==> config.mk <==
export PLATFORM = sky130hd
export DESIGN_NAME = vcl_regs
export DESIGN_NICKNAME = d
export VERILOG_FILES = /design/src/common/vcl_pkg.sv /design/src/hdl/vcl_regs.sv
export SDC_FILE = /design/constraint.sdc
export NUM_CORES = 1
export LEC_CHECK = 0
export ABC_AREA = 1
export BUFFER_PORTS_ARGS = -buffer_cell sky130_fd_sc_hd__buf_4
export CAP_MARGIN = 0
export CORE_UTILIZATION = 47
export DETAILED_ROUTE_END_ITERATION = 7
export GPL_TIMING_DRIVEN = 0
export PLACE_DENSITY = 0.85
export SYNTH_ARGS = -nofsm -noshare
export SYNTH_HDL_FRONTEND = slang
export SYNTH_SLANG_ARGS = --single-unit
==> constraint.sdc <==
create_clock -name clk_sys -period 2.69 [get_ports clk_sys]
set_clock_uncertainty 0.1 [all_clocks]
set_input_delay 0.538 -clock clk_sys [delete_from_list [all_inputs] [get_ports clk_sys]]
set_output_delay 0.538 -clock clk_sys [all_outputs]
set_load 0.01 [all_outputs]
==> src/common/vcl_pkg.sv <==
// shared constants and types for the video control lock registers
package vcl_pkg;
    // ---------------------------------------------
    // host ports and indices
    // ---------------------------------------------
    localparam logic [15:0] PORT_GFX_IDX  = 16'h03CE;
    localparam logic [15:0] PORT_GFX_DATA = 16'h03CF;
    localparam logic [15:0] PORT_MISC_WR  = 16'h03C2;
    localparam logic [15:0] PORT_CRT_MONO = 16'h03B5;
    localparam logic [15:0] PORT_CRT_COLR = 16'h03D5;
    localparam logic [7:0]  IDX_VIDEO_SELECT = 8'h0C;
    localparam logic [7:0]  IDX_CRT_LOCK     = 8'h0D;
    localparam logic [7:0]  IDX_VIDEO_OUT    = 8'h0E;
    localparam logic [7:0]  IDX_UNLOCK       = 8'h0F;
    localparam logic [3:0]  UNLOCK_KEY       = 4'h5;
    localparam logic [7:0]  RST_REG          = 8'h00;
    // ---------------------------------------------
    // crt register indices and lock masks
    // ---------------------------------------------
    localparam logic [7:0] CRT_R05 = 8'h05;
    localparam logic [7:0] CRT_R06 = 8'h06;
    localparam logic [7:0] CRT_R07 = 8'h07;
    localparam logic [7:0] CRT_R09 = 8'h09;
    localparam logic [7:0] CRT_R10 = 8'h10;
    localparam logic [7:0] CRT_R11 = 8'h11;
    localparam logic [7:0] CRT_R15 = 8'h15;
    localparam logic [7:0] CRT_R16 = 8'h16;
    localparam logic [7:0] CRT_R17 = 8'h17;
    localparam logic [7:0] M07_GRP1 = 8'h42;
    localparam logic [7:0] M07_GRP2 = 8'hAD;
    localparam logic [7:0] M09_GRP3 = 8'h20;
    localparam logic [7:0] M11_GRP3 = 8'h0F;
    localparam logic [7:0] M17_GRP4 = 8'h04;
    localparam logic [7:0] M_MISC_POL = 8'hC0;
    localparam logic [7:0] M_ALL    = 8'hFF;
    // ---------------------------------------------
    // field positions
    // ---------------------------------------------
    localparam int VS_FORCE = 0;
    localparam int VS_CLK3  = 1;
    localparam int VS_ULINE = 2;
    localparam int VS_CCLK  = 3;
    localparam int VS_MAP   = 5;
    localparam int VS_LEGACY = 6;
    localparam int CL_VLOCK = 0;
    localparam int CL_PREV  = 1;
    localparam int CL_DBL   = 2;
    localparam int CL_B8    = 3;
    localparam int CL_B9    = 4;
    localparam int CL_HLOCK = 5;
    localparam int CL_HPOL  = 6;
    localparam int CL_VPOL  = 7;
    localparam int VO_SHIFT = 0;
    localparam int VO_EGA   = 1;
    localparam int VO_CGA   = 3;
    localparam int VO_MTRI  = 4;
    localparam int VO_VTRI  = 5;
    localparam int VO_PCLK  = 6;
    localparam int VO_BLANKING_OUTPUT  = 7;
    localparam logic [3:0] PAN_ZERO = 4'h9;
    localparam logic [3:0] PAN_ONE  = 4'h8;
    // ---------------------------------------------
    // types
    // ---------------------------------------------
    typedef struct packed {
        logic        wr;
        logic        rd;
        logic [15:0] addr;
        logic [7:0]  data;
    } vcl_req_t;
    typedef struct packed {
        logic       pass;
        logic [7:0] mask;
        logic [7:0] data;
    } vcl_wr_t;
    typedef enum logic [3:0] {
        CW_STD = 4'b0001,
        CW_7   = 4'b0010,
        CW_9   = 4'b0100,
        CW_10  = 4'b1000
    } vcl_cw_t;
endpackage

==> src/hdl/vcl_regs.sv <==
// video select, crt lock and video output control registers
//
// Function
// compat bit selects legacy character timing
// glyph plane 3 per map, underline, attr4
// two-bit field sets text cell width
// cell width ignored in graphics modes
// ten-dot cells remap pel panning values
// underline odd attributes, background intensity zero
// strap routes clock bit or freezes mux
// force bit runs crt on full clock
// horizontal group locked by lock or protect
// display-end high bits lock needs prevention clear
// vertical group locked by lock or protect
// vertical extras locked only by vertical lock
// register 17 bit 2 locked by horizontal
// polarity bits of misc output frozen
// extension bits give address bits 17,16
// scan doubling doubles cursor and row values
// blank pin may carry display enable
// pixel clock source select
// video tri-state floats pixel, syncs, blank
// memory tri-state floats address and strobes
// override forces legacy video enable in 80x25 mode only
// legacy compat disables extension reads
// shift register control for 256 colours
// writes need unlock key in unlock register
// locked crt field keeps stored value
// the three control registers clear at reset; output enables reset to 1
`timescale 1ns/1ps
`default_nettype none
module vcl_regs (
    input  wire logic           clk_sys,
    input  wire logic           rst,
    input  wire vcl_pkg::vcl_req_t bus_req,
    output logic                rd_ack_r,
    output logic [7:0]          rd_data_r,
    input  wire logic [7:0]     crt_index,
    input  wire logic           crt_protect,
    output vcl_pkg::vcl_wr_t    fwd_wr_r,
    input  wire logic           external_clock_strap,
    input  wire logic           video_clock_input,
    input  wire logic           dot_clock_level,
    input  wire logic           graphics_mode,
    input  wire logic           page_mode_addressing,
    input  wire logic           attribute_bit_four,
    input  wire logic           sequencer_clocking_mode,
    input  wire logic [3:0]     pan_value,
    input  wire logic           blank_in,
    input  wire logic           disp_en_a,
    input  wire logic           disp_en_b,
    input  wire logic           enable_timing_variant,
    input  wire logic           legacy_80x25,
    input  wire logic           cga_video_en,
    output logic                legacy_timing_r,
    output logic                glyph_plane3_r,
    output vcl_pkg::vcl_cw_t    cell_width_r,
    output logic [3:0]          pan_shift_r,
    output logic                uline_odd_r,
    output logic                clock_select_line_three_r,
    output logic                clk_mux_freeze_r,
    output logic                crt_full_clk_r,
    output logic                char_address_bit17_r,
    output logic                char_address_bit16_r,
    output logic                scan_double_r,
    output logic                blanking_output_r,
    output logic                pixel_clock_r,
    output logic                video_oe_r,
    output logic                mem_oe_r,
    output logic                cga_video_en_eff_r,
    output logic                read_block_r,
    output logic                shift256_r
);
    import vcl_pkg::*;
    // ---------------------------------------------
    // pin synchronisers
    // ---------------------------------------------
    logic [1:0] strap_s_r;
    logic [1:0] video_clock_input_s_r;
    always_ff @(posedge clk_sys or posedge rst) begin
        if (rst) begin
            strap_s_r <= 2'b00;
            video_clock_input_s_r  <= 2'b00;
        end else begin
            strap_s_r <= {strap_s_r[0], external_clock_strap};
            video_clock_input_s_r  <= {video_clock_input_s_r[0], video_clock_input};
        end
    end
    wire logic strap = strap_s_r[1];
    // ---------------------------------------------
    // host decode
    // ---------------------------------------------
    logic [7:0] gfx_idx_r;
    logic [7:0] video_select_r;
    logic [7:0] crt_lock_control_r;
    logic [7:0] video_output_control_r;
    logic [2:0] unlock_bits_r;
    logic       unlocked_r;
    wire logic wr_data = bus_req.wr && bus_req.addr == PORT_GFX_DATA;
    wire logic wr_ok   = wr_data && unlocked_r;
    always_ff @(posedge clk_sys or posedge rst) begin
        if (rst) begin
            gfx_idx_r <= RST_REG;
        end else if (bus_req.wr && bus_req.addr == PORT_GFX_IDX) begin
            gfx_idx_r <= bus_req.data;
        end
    end
    always_ff @(posedge clk_sys or posedge rst) begin
        if (rst) begin
            unlock_bits_r <= 3'b000;
            unlocked_r    <= 1'b0;
        end else if (wr_data && gfx_idx_r == IDX_UNLOCK) begin
            unlock_bits_r <= bus_req.data[2:0];
            unlocked_r    <= bus_req.data[3:0] == UNLOCK_KEY;
        end
    end
    always_ff @(posedge clk_sys or posedge rst) begin
        if (rst) begin
            video_select_r         <= RST_REG;
            crt_lock_control_r     <= RST_REG;
            video_output_control_r <= RST_REG;
        end else if (wr_ok) begin
            if (gfx_idx_r == IDX_VIDEO_SELECT) begin
                video_select_r <= bus_req.data;
            end
            if (gfx_idx_r == IDX_CRT_LOCK) begin
                crt_lock_control_r <= bus_req.data;
            end
            if (gfx_idx_r == IDX_VIDEO_OUT) begin
                video_output_control_r <= bus_req.data;
            end
        end
    end
    // ---------------------------------------------
    // register reads
    // ---------------------------------------------
    logic [7:0] rd_val;
    logic       rd_hit;
    always_comb begin
        rd_val = RST_REG;
        rd_hit = 1'b1;
        case (gfx_idx_r)
            IDX_VIDEO_SELECT: rd_val = video_select_r;
            IDX_CRT_LOCK:     rd_val = crt_lock_control_r;
            IDX_VIDEO_OUT:    rd_val = video_output_control_r;
            IDX_UNLOCK:       rd_val = {5'b00000, unlock_bits_r};
            default:          rd_hit = 1'b0;
        endcase
    end
    always_ff @(posedge clk_sys or posedge rst) begin
        if (rst) begin
            rd_ack_r  <= 1'b0;
            rd_data_r <= RST_REG;
        end else begin
            rd_ack_r  <= bus_req.rd && bus_req.addr == PORT_GFX_DATA && rd_hit
                         && !video_output_control_r[VO_EGA];
            rd_data_r <= rd_val;
        end
    end
    // ---------------------------------------------
    // crt and misc write masking
    // ---------------------------------------------
    wire logic hlock = crt_lock_control_r[CL_HLOCK];
    wire logic vlock = crt_lock_control_r[CL_VLOCK];
    logic [7:0] lock_m;
    always_comb begin
        lock_m = RST_REG;
        if (crt_index <= CRT_R05 && (hlock || crt_protect)) begin
            lock_m = M_ALL;
        end
        if (crt_index == CRT_R07) begin
            if (!crt_lock_control_r[CL_PREV] && crt_protect) begin
                lock_m = lock_m | M07_GRP1;
            end
            if (vlock || crt_protect) begin
                lock_m = lock_m | M07_GRP2;
            end
        end
        if (crt_index == CRT_R06 && (vlock || crt_protect)) begin
            lock_m = M_ALL;
        end
        if (vlock) begin
            case (crt_index)
                CRT_R09: lock_m = M09_GRP3;
                CRT_R10: lock_m = M_ALL;
                CRT_R11: lock_m = M11_GRP3;
                CRT_R15: lock_m = M_ALL;
                CRT_R16: lock_m = M_ALL;
                default: lock_m = lock_m;
            endcase
        end
        if (crt_index == CRT_R17 && hlock) begin
            lock_m = M17_GRP4;
        end
    end
    wire logic crt_wr = bus_req.wr
        && (bus_req.addr == PORT_CRT_MONO || bus_req.addr == PORT_CRT_COLR);
    wire logic misc_wr = bus_req.wr && bus_req.addr == PORT_MISC_WR;
    wire logic [7:0] pol_m = {crt_lock_control_r[CL_VPOL],
                              crt_lock_control_r[CL_HPOL], 6'b000000};
    always_ff @(posedge clk_sys or posedge rst) begin
        if (rst) begin
            fwd_wr_r <= '0;
        end else begin
            fwd_wr_r.pass <= crt_wr || misc_wr;
            fwd_wr_r.data <= bus_req.data;
            if (crt_wr) begin
                fwd_wr_r.mask <= ~lock_m;
            end else if (misc_wr) begin
                fwd_wr_r.mask <= ~(pol_m & M_MISC_POL);
            end else begin
                fwd_wr_r.mask <= M_ALL;
            end
        end
    end
    // ---------------------------------------------
    // text, clock and output controls
    // ---------------------------------------------
    wire logic [1:0] cclk = video_select_r[VS_CCLK +: 2];
    wire logic ten_dot = cclk == 2'b11 && !graphics_mode;
    always_ff @(posedge clk_sys or posedge rst) begin
        if (rst) begin
            cell_width_r <= CW_STD;
            pan_shift_r  <= 4'h0;
        end else begin
            if (graphics_mode) begin
                cell_width_r <= CW_STD;
            end else begin
                case (cclk)
                    2'b01:   cell_width_r <= CW_7;
                    2'b10:   cell_width_r <= CW_9;
                    2'b11:   cell_width_r <= CW_10;
                    default: cell_width_r <= CW_STD;
                endcase
            end
            if (!ten_dot) begin
                pan_shift_r <= pan_value;
            end else if (pan_value == PAN_ZERO) begin
                pan_shift_r <= 4'h0;
            end else if (pan_value == PAN_ONE) begin
                pan_shift_r <= 4'h1;
            end else begin
                pan_shift_r <= 4'(pan_value + 4'h2);
            end
        end
    end
    wire logic map_sel = video_select_r[VS_MAP];
    wire logic uline   = video_select_r[VS_ULINE];
    wire logic clk3    = video_select_r[VS_CLK3];
    wire logic [7:0] vo = video_output_control_r;
    always_ff @(posedge clk_sys or posedge rst) begin
        if (rst) begin
            legacy_timing_r           <= 1'b0;
            glyph_plane3_r            <= 1'b0;
            uline_odd_r               <= 1'b0;
            clock_select_line_three_r <= 1'b0;
            clk_mux_freeze_r          <= 1'b0;
            crt_full_clk_r            <= 1'b0;
            char_address_bit17_r      <= 1'b0;
            char_address_bit16_r      <= 1'b0;
            scan_double_r             <= 1'b0;
        end else begin
            legacy_timing_r <= video_select_r[VS_LEGACY];
            glyph_plane3_r  <= !page_mode_addressing && map_sel
                               && (!uline || attribute_bit_four);
            uline_odd_r     <= uline;
            clock_select_line_three_r <= strap && clk3;
            clk_mux_freeze_r          <= !strap && clk3;
            crt_full_clk_r  <= video_select_r[VS_FORCE]
                               || !sequencer_clocking_mode;
            char_address_bit17_r <= crt_lock_control_r[CL_B9];
            char_address_bit16_r <= crt_lock_control_r[CL_B8];
            scan_double_r   <= crt_lock_control_r[CL_DBL];
        end
    end
    always_ff @(posedge clk_sys or posedge rst) begin
        if (rst) begin
            blanking_output_r  <= 1'b0;
            pixel_clock_r      <= 1'b0;
            video_oe_r         <= 1'b1;
            mem_oe_r           <= 1'b1;
            cga_video_en_eff_r <= 1'b0;
            read_block_r       <= 1'b0;
            shift256_r         <= 1'b0;
        end else begin
            if (!vo[VO_BLANKING_OUTPUT]) begin
                blanking_output_r <= blank_in;
            end else if (enable_timing_variant) begin
                blanking_output_r <= disp_en_b;
            end else begin
                blanking_output_r <= disp_en_a;
            end
            pixel_clock_r <= vo[VO_PCLK] ? video_clock_input_s_r[1] : dot_clock_level;
            video_oe_r    <= !vo[VO_VTRI];
            mem_oe_r      <= !vo[VO_MTRI];
            cga_video_en_eff_r <= cga_video_en
                                  || (vo[VO_CGA] && legacy_80x25);
            read_block_r  <= vo[VO_EGA];
            shift256_r    <= vo[VO_SHIFT];
        end
    end
endmodule
`default_nettype wire

==> metrics, run 1 <==
outcome completed; number of cell rows 32; Cells after Synth 378; Reg2Reg Depth 7; critical path required time 2.82 ns; CTS buffer count 9; Final Setup Violations 0; Clock Latency Late Sink 0.35 ns; Iteration-0 DRC Markers 187; total power 2.43 mW; Pleak 2.46 nW; Num Clock Sinks 89; CTS tree done; Layout area overhead 29.6%; GP Congestion 0.863; drt first pass iters 6; Post-synth EDFFs 0; vias in the first global route 3036; total gr overflow 0; io pins 104; Hold WC Path Type input pin to asynchronous set/reset pin; Hold Vio Cnt, Final 0; Crit Path Max Fanout 10; post-cts gate resize count 0; register-to-register setup slack 0.88 ns; max_slew headroom 0.668; vias per std cell 4.95; pin count of the biggest net entering global routing 39; first-pass GRT wire length 13900 µm; CTS Hold Bufs 0; max-cap violation count 0; HPWL after detailed placement 6490 µm; Setup Crit Path Kind flip-flop to flip-flop; Die ar. 8520 µm²; clk buf depth 2; Setup crit end kind flip-flop; Die Span X 92.3 µm; total core area 7810 µm²; Starting Density 0.491; Tcrit/Tclk final 0.674; Die Span Y 92.3 µm; final wirelength 8420 µm; Yosys top cell by area dfrtp_1; Max Freq 0.551 GHz; syn_area_per_cell 10.1 µm²; Worst EP arrival 1.95 ns; Cell Area, Synth 3830 µm²; worst r2r dst video_output_control_r[7]; Routed Antenna Nets 0; min cycle time layout 1.81 ns; Buffers on Ports 103; DR vias 2976; Yosys cell types 40; Antenna Cells 0; P per Cell Area 489 nW/µm²; post-CTS setup buffer count 0; clk slew on worst S/H paths 0.08 ns; Worst R2R Start gfx_idx_r[4]; unrepaired setup endpoints after global routing no; # DRC 0; root buffer cell clkbuf_8; top post-synthesis cells by area dfrtp_1 (56%), nand2_1 (9.3%), o21ai_2 (5.5%); fill count 626; ys flop type dfrtp_1; total track usage 0.213; YS warnings 0; slew at the pin closest to its max-slew limit 0.497 ns; Max H-tree Level 3; share of the synthesized area in the top cell type 0.562; Seq/Total Area, Yosys 0.582; CP Launch Type flip-flop; initial antenna violation count 0; Yosys reg bits 89; share of cells above drive strength 1 0.371; ys async rst share 1.00; Final Max Tran Viols 0; fin nets 549; Fin Setup TNS 0 ns; maximum resistive drop on vdd 0.000257 V; WL/cell 14.0 µm; Synthesized Nets 433
## area by class of cell
class	instances	area (µm²)	area share
Sequential cell	89	2230	0.449
Multi-Input combinational cell	231	1360	0.273
Timing Repair Buffer	105	813	0.164
Inverter	53	203	0.0408
Clock buffer	11	131	0.0265
Tap cell	102	128	0.0257
Clock inverter	5	58.8	0.0118
Buffer	5	45.0	0.00907
## cell usage after synthesis (2+ instances only)
master	number
dfrtp_1	86
o21ai_1	6
nor4_4	2
o21ai_2	24
nor3_1	5
inv_1	49
o2111ai_1	3
dfstp_2	3
nand3_1	15
o211ai_1	2
nand4_2	2
nor3_4	4
nand2_1	95
nand3_4	4
o221ai_1	2
o21ai_0	11
buf_6	3
nand2_2	10
nor2_1	26
inv_2	4
nor2_4	3
## registers in the layout, summed over array words and instances, names as in the netlist, 3 cells and up
signal / cells
fwd_wr_r: 16
crt_lock_control_r: 8
gfx_idx_r: 8
rd_data_r: 8
video_output_control_r: 8
video_select_r: 8
cell_width_r: 4
pan_shift_r: 4
unlock_bits_r: 3
## cells by family after synthesis
group,Yosys count,synth area share
AND/OR/NAND/NOR,174,0.242
flip-flops,89,0.582
buffers and inverters,58,0.0637
AO/OA/AOI/OAI,53,0.101
XOR/XNOR,2,0.00457
multiplexers,1,0.00294
adder cells (fa/ha/maj),1,0.00327
## per-stage QoR
stage	cell area [µm²]	cells	setup WS, ns	utilization	hold slack [ns]
final	4970	601	0.877	0.636	0.0990
after global routing	4970	601	0.805	0.636	0.122
after CTS	4970	601	0.859	0.636	0.106
after detailed placement	4780	585	0.680	0.612	0.236
after global placement	4740	583	0.475	0.607	0.237
after floorplan	3830	378	0.974	-	0.231
## where the power goes
group	total, mW	switching, mW	internal [mW]
Combinational	0.184	0.0986	0.0859
Sequential	1.36	0.00442	1.35
Clock	0.888	0.458	0.430
Total	2.43	0.561	1.87
## placed cells by master (no fill, tap or decap), types with 2 or more instances in the layout
cell type / count
nand2_1: 95
o21ai_0: 11
nor2_4: 3
inv_2: 4
nand4_2: 2
o21ai_1: 6
buf_4: 104
buf_12: 2
nor2_1: 26
clkinvlp_4: 3
nand3_1: 15
o221ai_1: 2
nand3_4: 4
o21ai_2: 24
dfstp_2: 3
clkbuf_1: 3
clkbuf_8: 9
o2111ai_1: 3
dfrtp_1: 86
nor3_1: 5
buf_6: 3
nor3_4: 4
nand2_2: 10
nor4_4: 2
o211ai_1: 2
inv_1: 48
## critical path, cell delays in order, from the launching register on
cell	delay (ns)
dfrtp_1	0.41
nor2_4	0.13
nand2_4	0.09
nor3_4	0.45
nand3_4	0.20
buf_6	0.21
nand2_2	0.06
o21ai_2	0.05
## worst max-delay path by stage
stage | depth (start not counted) | end | start | slack (ns)
global placement | 2 | clock_select_line_three_r | rst | 0.47
detailed placement | 10 | video_output_control_r[0] | bus_req[21] | 0.68
CTS | 7 | video_output_control_r[7] | gfx_idx_r[4] | 0.86
floorplan | 9 | crt_lock_control_r[0] | bus_req[23] | 0.97
finish | 7 | video_output_control_r[7] | gfx_idx_r[4] | 0.88
global route | 7 | video_output_control_r[7] | gfx_idx_r[4] | 0.80
## routing by layer
metal | GRT usage | share of wire
met5 | 0 | 0
met4 | 0.0977 | 0.019
met3 | 0.0357 | 0.063
met2 | 0.374 | 0.53
met1 | 0.255 | 0.39
Power figures use the tool's default switching activity.
==> inputs of run 2 (changes only) <==
--- a/config.mk
+++ b/config.mk
@@ -5,13 +5,13 @@
 export SDC_FILE = /design/constraint.sdc
 export NUM_CORES = 1
 export LEC_CHECK = 0
-export ABC_AREA = 1
+export ABC_AREA = 0
 export BUFFER_PORTS_ARGS = -buffer_cell sky130_fd_sc_hd__buf_4
 export CAP_MARGIN = 0
-export CORE_UTILIZATION = 47
+export CORE_UTILIZATION = 51
 export DETAILED_ROUTE_END_ITERATION = 7
 export GPL_TIMING_DRIVEN = 0
-export PLACE_DENSITY = 0.85
+export PLACE_DENSITY = 0.88
 export SYNTH_ARGS = -nofsm -noshare
 export SYNTH_HDL_FRONTEND = slang
 export SYNTH_SLANG_ARGS = --single-unit
==> constraint.sdc (replaced) <==
create_clock -name clk_sys -period 1.8 [get_ports clk_sys]
set_clock_uncertainty 0.1 [all_clocks]
set_input_delay 0.36 -clock clk_sys [delete_from_list [all_inputs] [get_ports clk_sys]]
set_output_delay 0.36 -clock clk_sys [all_outputs]
set_load 0.01 [all_outputs]
==> metrics, run 2 <==
root buffer cell clkbuf_8; first-pass GRT wire length 12800 µm (-8.1%); ys flop type dfrtp_1; synth cell count leaders dfrtp_1 (86), mux2_2 (28), nor2_1 (18), nand2_1 (12), a21oi_1 (9); Seq/Total Area, Yosys 0.619 (+0.0366); io pins 104 (unchanged); total core area 6790 µm² (-13%); met2 wire length 3930 µm (-12%); Yosys top cell by area dfrtp_1; initial antenna violation count 0 (unchanged); CTS tree done; pin count of the biggest net entering global routing 38 (-2.6%); Yosys cell types 47 (+18%); Die Span Y 86.1 µm (-6.7%); P per Cell Area 714 nW/µm² (+46%); outcome finished, violations left; total gr overflow 0 (unchanged); total track usage 0.233 (+0.0198); Max Freq 0.452 GHz (-18%); Synthesized Nets 320 (-26%); WL/cell 16.6 µm (+18%); Setup Crit Path Kind flip-flop to flip-flop; Worst R2R Start gfx_idx_r[5]; top-count cell post-synth dfrtp_1; ys async rst share 1.00 (unchanged); Starting Density 0.531 (+0.0399); final wirelength 8190 µm (-2.7%); vias in the first global route 2629 (-13%); CP Launch Type flip-flop; Cells after Synth 265 (-30%); max_slew headroom 0.591 (-0.0772); CTS buffer count 9 (unchanged); Post-synth EDFFs 0 (unchanged); Pleak 2.41 nW (-2.0%); Cell Area, Synth 3600 µm² (-5.9%); fin nets 448 (-18%); Hold WC Path Type input pin to flip-flop; Critical Path, Cell by Cell nor4b_2, nand3b_1, buf_4, buf_6, nor4_4, buf_6, mux2_2; clk buf depth 2 (unchanged); Critical Path Max Stage Delay 0.40 ns (-0.05 ns); max-cap violation count 0 (unchanged); min cycle time layout 2.21 ns (+0.401 ns); Final Setup Violations 36 (+36); top post-synthesis cells by area dfrtp_1 (60%), mux2_2 (8.7%), mux2_4 (3.3%); cell mode on critical path buf_6; clk slew on worst S/H paths 0.09 ns (about the same); failing checks setup timing; placed cell area 4630 µm² (-3.0%); Max H-tree Level 3 (unchanged); commonest non-fill, non-tap cell in the layout buf_4; slew at the pin closest to its max-slew limit 0.605 ns (+0.109 ns); Min Hold Slack 0.0476 ns (-0.0514 ns); GP Congestion 0.860 (-0.35%); Setup crit end kind flip-flop; CP Depth 7 (unchanged); Max Used Layer met4; Num Clock Sinks 89 (unchanged); met3 routed WL 477 µm (-9.5%); Antenna Cells 0 (unchanged); CP Buf/Inv Count 3 (+2); DR vias 2631 (-12%); most frequent cells in the layout buf_4 (110), dfrtp_1 (86), mux2_4 (26), nor2_1 (17); Tcrit/Tclk final 1.23 (+0.556); Iteration-0 DRC Markers 162 (-13%); Crit Path Max Fanout 5 (-5); WL met1 3540 µm (+8.3%); Final Max Tran Viols 0 (unchanged); share of cells above drive strength 1 0.487 (+0.117); share of the synthesized area in the top cell type 0.597 (+0.0353); Worst Setup EP unlock_bits_r[2]; slowest CP cell dfrtp_1; syn_area_per_cell 13.6 µm² (+34%); crit path launch gfx_idx_r[5]; # DRC 0 (unchanged); Fin Setup TNS -9.75 ns (-9.75 ns); Top delay family on crit path simple AND/OR/NAND/NOR gates; YS warnings 0 (unchanged); Clock Latency Late Sink 0.35 ns (about the same); number of cell rows 30 (-6.3%); Yosys reg bits 89 (unchanged); drt first pass iters 4 (-2); HPWL after detailed placement 5560 µm (-14%); Layout area overhead 37.9%; vias per std cell 5.33 (+7.6%); Buffers on Ports 102 (-0.97%); Routed Antenna Nets 0 (unchanged); post-place setup slack -0.743 ns (-1.42 ns); Die Span X 86.1 µm (-6.7%); post-layout instance area 4970 µm² (about the same); maximum resistive drop on vdd 0.000435 V (+69%); Reg2Reg Depth 7 (unchanged); Largest Register fwd_wr_r; Die ar. 7410 µm² (-13%); Worst EP arrival 2.35 ns (+0.40 ns); fin util 0.731 (+0.0954); critical path required time 1.94 ns (-0.88 ns); worst r2r dst unlock_bits_r[2]; max reg flops 16 (unchanged); register-to-register setup slack -0.41 ns (-1.29 ns); setup ws final -0.414 ns (-1.29 ns); unrepaired setup endpoints after global routing yes; Hold Vio Cnt, Final 0 (unchanged)
[run 2: changes by cell type in the layout (fill, tap and decap cells not counted), sizes merged, moves of 11 or more]
cell | previous run | this run
buf | 109 | 120
mux2 | 1 | 38
nand2 | 106 | 12
o21ai | 41 | 6
inv | 52 | 10
nor2 | 31 | 19
nand3 | 20 | 7
[run 2: repair_timing]
action                     in CTS  in global routing
pin swaps                       5                  6
hold buffers                    2                  1
setup buffers                   6                  6
setup endpoints to repair      39                 38
resized for setup               8                  8
hold endpoints to repair       19                  1
[run 2: how the worst min path moves through the flow]
stage,startpoint,to,slack [ns],cells after the start
global route,page_mode_addressing,glyph_plane3_r,0.04,2
detailed placement,video_clock_input_s_r[0],video_clock_input_s_r[1],0.24,0
floorplan,strap_s_r[0],strap_s_r[1],0.23,0
CTS,external_clock_strap,strap_s_r[0],0.006,1
global placement,video_clock_input_s_r[0],video_clock_input_s_r[1],0.24,0
finish,page_mode_addressing,glyph_plane3_r,0.05,2
[run 2: kinds of logic (layout without fill, tap and decap cells)]
kind of cell               Yosys count  in the layout  synth area share
xor gates and xnor gates             4              4           0.00972
AOI/OAI and AO/OA                   24             24            0.0410
muxes                               47             47             0.162
adders and majority gates            1              1           0.00347
DFF                                 89             89             0.619
buffers and inverters               16            149            0.0201
and+or+nand+nor                     84             84             0.144
[run 2: worst register-to-register path: stages, from the launching register on]
cell and delay, ns:
dfrtp_1 0.40, nor4b_2 0.30, nand3b_1 0.20, buf_4 0.19, buf_6 0.13, nor4_4 0.28, buf_6 0.18, mux2_2 0.33
[run 2: power by group]
group	switching (mW)	internal (mW)	total (mW)
Clock	0.704	0.548	1.25
Combinational	0.131	0.138	0.269
Sequential	0.00616	2.02	2.03
Total	0.841	2.71	3.55
[run 2: per-layer routing]
layer / vias to the layer above / GRT usage
li1: 1200 / -
met1: 1304 / 0.298
met2: 104 / 0.374
met3: 23 / 0.0520
met4: 0 / 0.120
met5: - / 0
[run 2: layout make-up]
type                       count  area [µm²]
buffer                         5        32.5
clock buffer                  11         141
clock inverter                 5        37.5
fill                         443        1820
inverter                       9        37.5
multi-input combinational    160        1420
sequential                    89        2230
tap                           96         120
timing repair buffer         119         953
[run 2: per-stage QoR]
stage,total power [mW],cells
floorplan,2.15,265
global placement,2.31,463
detailed placement,2.33,465
CTS,3.57,488
global route,3.68,494
finish,3.55,494
==> inputs of run 3 (changes only) <==
--- a/config.mk
+++ b/config.mk
@@ -11,7 +11,7 @@
 export CORE_UTILIZATION = 51
 export DETAILED_ROUTE_END_ITERATION = 7
 export GPL_TIMING_DRIVEN = 0
-export PLACE_DENSITY = 0.88
+export PLACE_DENSITY = 0.87
 export SYNTH_ARGS = -nofsm -noshare
 export SYNTH_HDL_FRONTEND = slang
 export SYNTH_SLANG_ARGS = --single-unit
==> metrics, run 3 (synthesis results as in run 2) <==
first-pass GRT wire length 12200 µm (-4.1%); Die ar. 7410 µm² (unchanged); GP Congestion 0.846 (-1.7%); # DRC 0 (unchanged); crit path launch gfx_idx_r[5]; DR vias 2561 (-2.7%); hold path start bus_req[6]; HPWL after detailed placement 5600 µm (+0.77%); Worst R2R Start gfx_idx_r[5]; Antenna Cells 0 (unchanged); slowest CP cell dfrtp_1; Inst Count DP 465 (unchanged); Max H-tree Level 3 (unchanged); Hold Vio Cnt, Final 0 (unchanged); Hold WC Path Type input pin to flip-flop; Final Max Tran Viols 0 (unchanged); number of cell rows 30 (unchanged); Num Clock Sinks 89 (unchanged); max-cap violation count 0 (unchanged); Starting Density 0.531 (unchanged); Finished Layout Cells 488 (-1.2%); vias per std cell 5.25 (-1.5%); vias in the first global route 2511 (-4.5%); Largest Register fwd_wr_r; setup ws final -0.367 ns (+0.0477 ns); min cycle time layout 2.17 ns (-0.0477 ns); Min Hold Slack 0.0490 ns (+0.00142 ns); P per Cell Area 736 nW/µm² (+3.1%); Buffers on Ports 102 (unchanged); Routed Antenna Nets 0 (unchanged); drt first pass iters 4 (unchanged); Critical Path Max Stage Delay 0.42 ns (+0.02 ns); Iteration-0 DRC Markers 95 (-41%); maximum resistive drop on vdd 0.000593 V (+36%); max reg flops 16 (unchanged); fin util 0.729 (-0.00295); Pleak 2.39 nW (-0.98%); initial antenna violation count 0 (unchanged); Tcrit/Tclk final 1.20 (-0.0265); CTS buffer count 9 (unchanged); commonest non-fill, non-tap cell in the layout buf_4; CTS tree done; Max Freq 0.462 GHz (+2.2%); Die Span X 86.1 µm (unchanged); Final Setup Violations 37 (+2.8%); post-place setup slack -0.724 ns (+0.0189 ns); max_slew headroom 0.585 (-0.00531); total core area 6790 µm² (unchanged); clk buf depth 2 (unchanged); fill count 452 (+2.0%); total track usage 0.224 (-0.00865); share of cells above drive strength 1 0.477 (-0.0104); post-layout instance area 4950 µm² (-0.40%); failing checks setup timing; pin count of the biggest net entering global routing 38 (unchanged); placed cell area 4630 µm² (unchanged); CP Launch Type flip-flop; Critical Path, Cell by Cell nor4b_4, nand3b_1, nor4_4, or3b_1, buf_6, mux2_4; slew at the pin closest to its max-slew limit 0.621 ns (+0.0152 ns); root buffer cell clkbuf_8; Crit Path Max Fanout 8 (+3); io pins 104 (unchanged); critical path required time 1.94 ns (about the same); total gr overflow 0 (unchanged); clk slew on worst S/H paths 0.08 ns (about the same); fin nets 442 (-1.3%); Die Span Y 86.1 µm (unchanged); WL/cell 16.2 µm (-2.1%); Setup Crit Path Kind flip-flop to flip-flop; most frequent cells in the layout buf_4 (104), dfrtp_1 (86), mux2_4 (26), nor2_1 (17), nand2_1 (12); Fin Setup TNS -7.71 ns (+2.03 ns); outcome finished, violations left; total power 3.64 mW (+2.7%); Worst EP arrival 2.30 ns (-0.05 ns); Layout area overhead 37.3%; Clock Latency Late Sink 0.35 ns (about the same); Setup crit end kind flip-flop; unrepaired setup endpoints after global routing yes; final wirelength 7920 µm (-3.3%)
-- run 3: report_power, final --
part / internal (mW) / leakage (nW) / total [mW] / switching, mW
logic: 0.137 / 1.14 / 0.267 / 0.131
clock network: 0.675 / 0.0953 / 1.35 / 0.673
registers: 2.02 / 1.15 / 2.03 / 0.00645
-- run 3: routing by layer --
layer	up-vias	share of wire	GRT usage
met5	-	0	0
met4	0	0.022	0.0682
met3	19	0.069	0.0703
met2	109	0.48	0.364
met1	1253	0.43	0.290
li1	1180	-	-
-- run 3: path summary, 6_finish.rpt --
check	cells after the start	slack (ns)	to
worst max register to register	6	-0.37	video_select_r[1]
worst max-delay path	6	-0.37	video_select_r[1]
worst min-delay path	1	0.05	fwd_wr_r[6]
max in group asynchronous	4	0.52	cell_width_r[0]
min in group asynchronous	3	0.49	fwd_wr_r[5]
worst min register to register	0	0.25	video_clock_input_s_r[1]
-- run 3: area by class of cell --
class	instances	area [µm²]	share of cell area
Buffer	6	37.5	0.00758
Clock buffer	11	141	0.0286
Clock inverter	5	55.1	0.0111
Inverter	9	37.5	0.00758
Multi-Input combinational cell	160	1430	0.289
Sequential cell	89	2230	0.451
Tap cell	96	120	0.0243
Timing Repair Buffer	112	897	0.181
-- run 3: critical path, delay by kind of cell, from the launching register on --
family | cells | cell delay, ns
DFF | 1 | 0.42
muxes | 1 | 0.30
and+or+nand+nor | 4 | 1.07
buffers and inverters | 1 | 0.17
-- run 3: repair_timing --
action / in CTS / in global routing
buffers inserted: 4 / 2
hold buffers: 2 / 1
pin swaps: 4 / 1
gates cloned: 0 / 0
resized for setup: 8 / 5
setup endpoints to repair: 39 / 37
hold endpoints to repair: 20 / 1
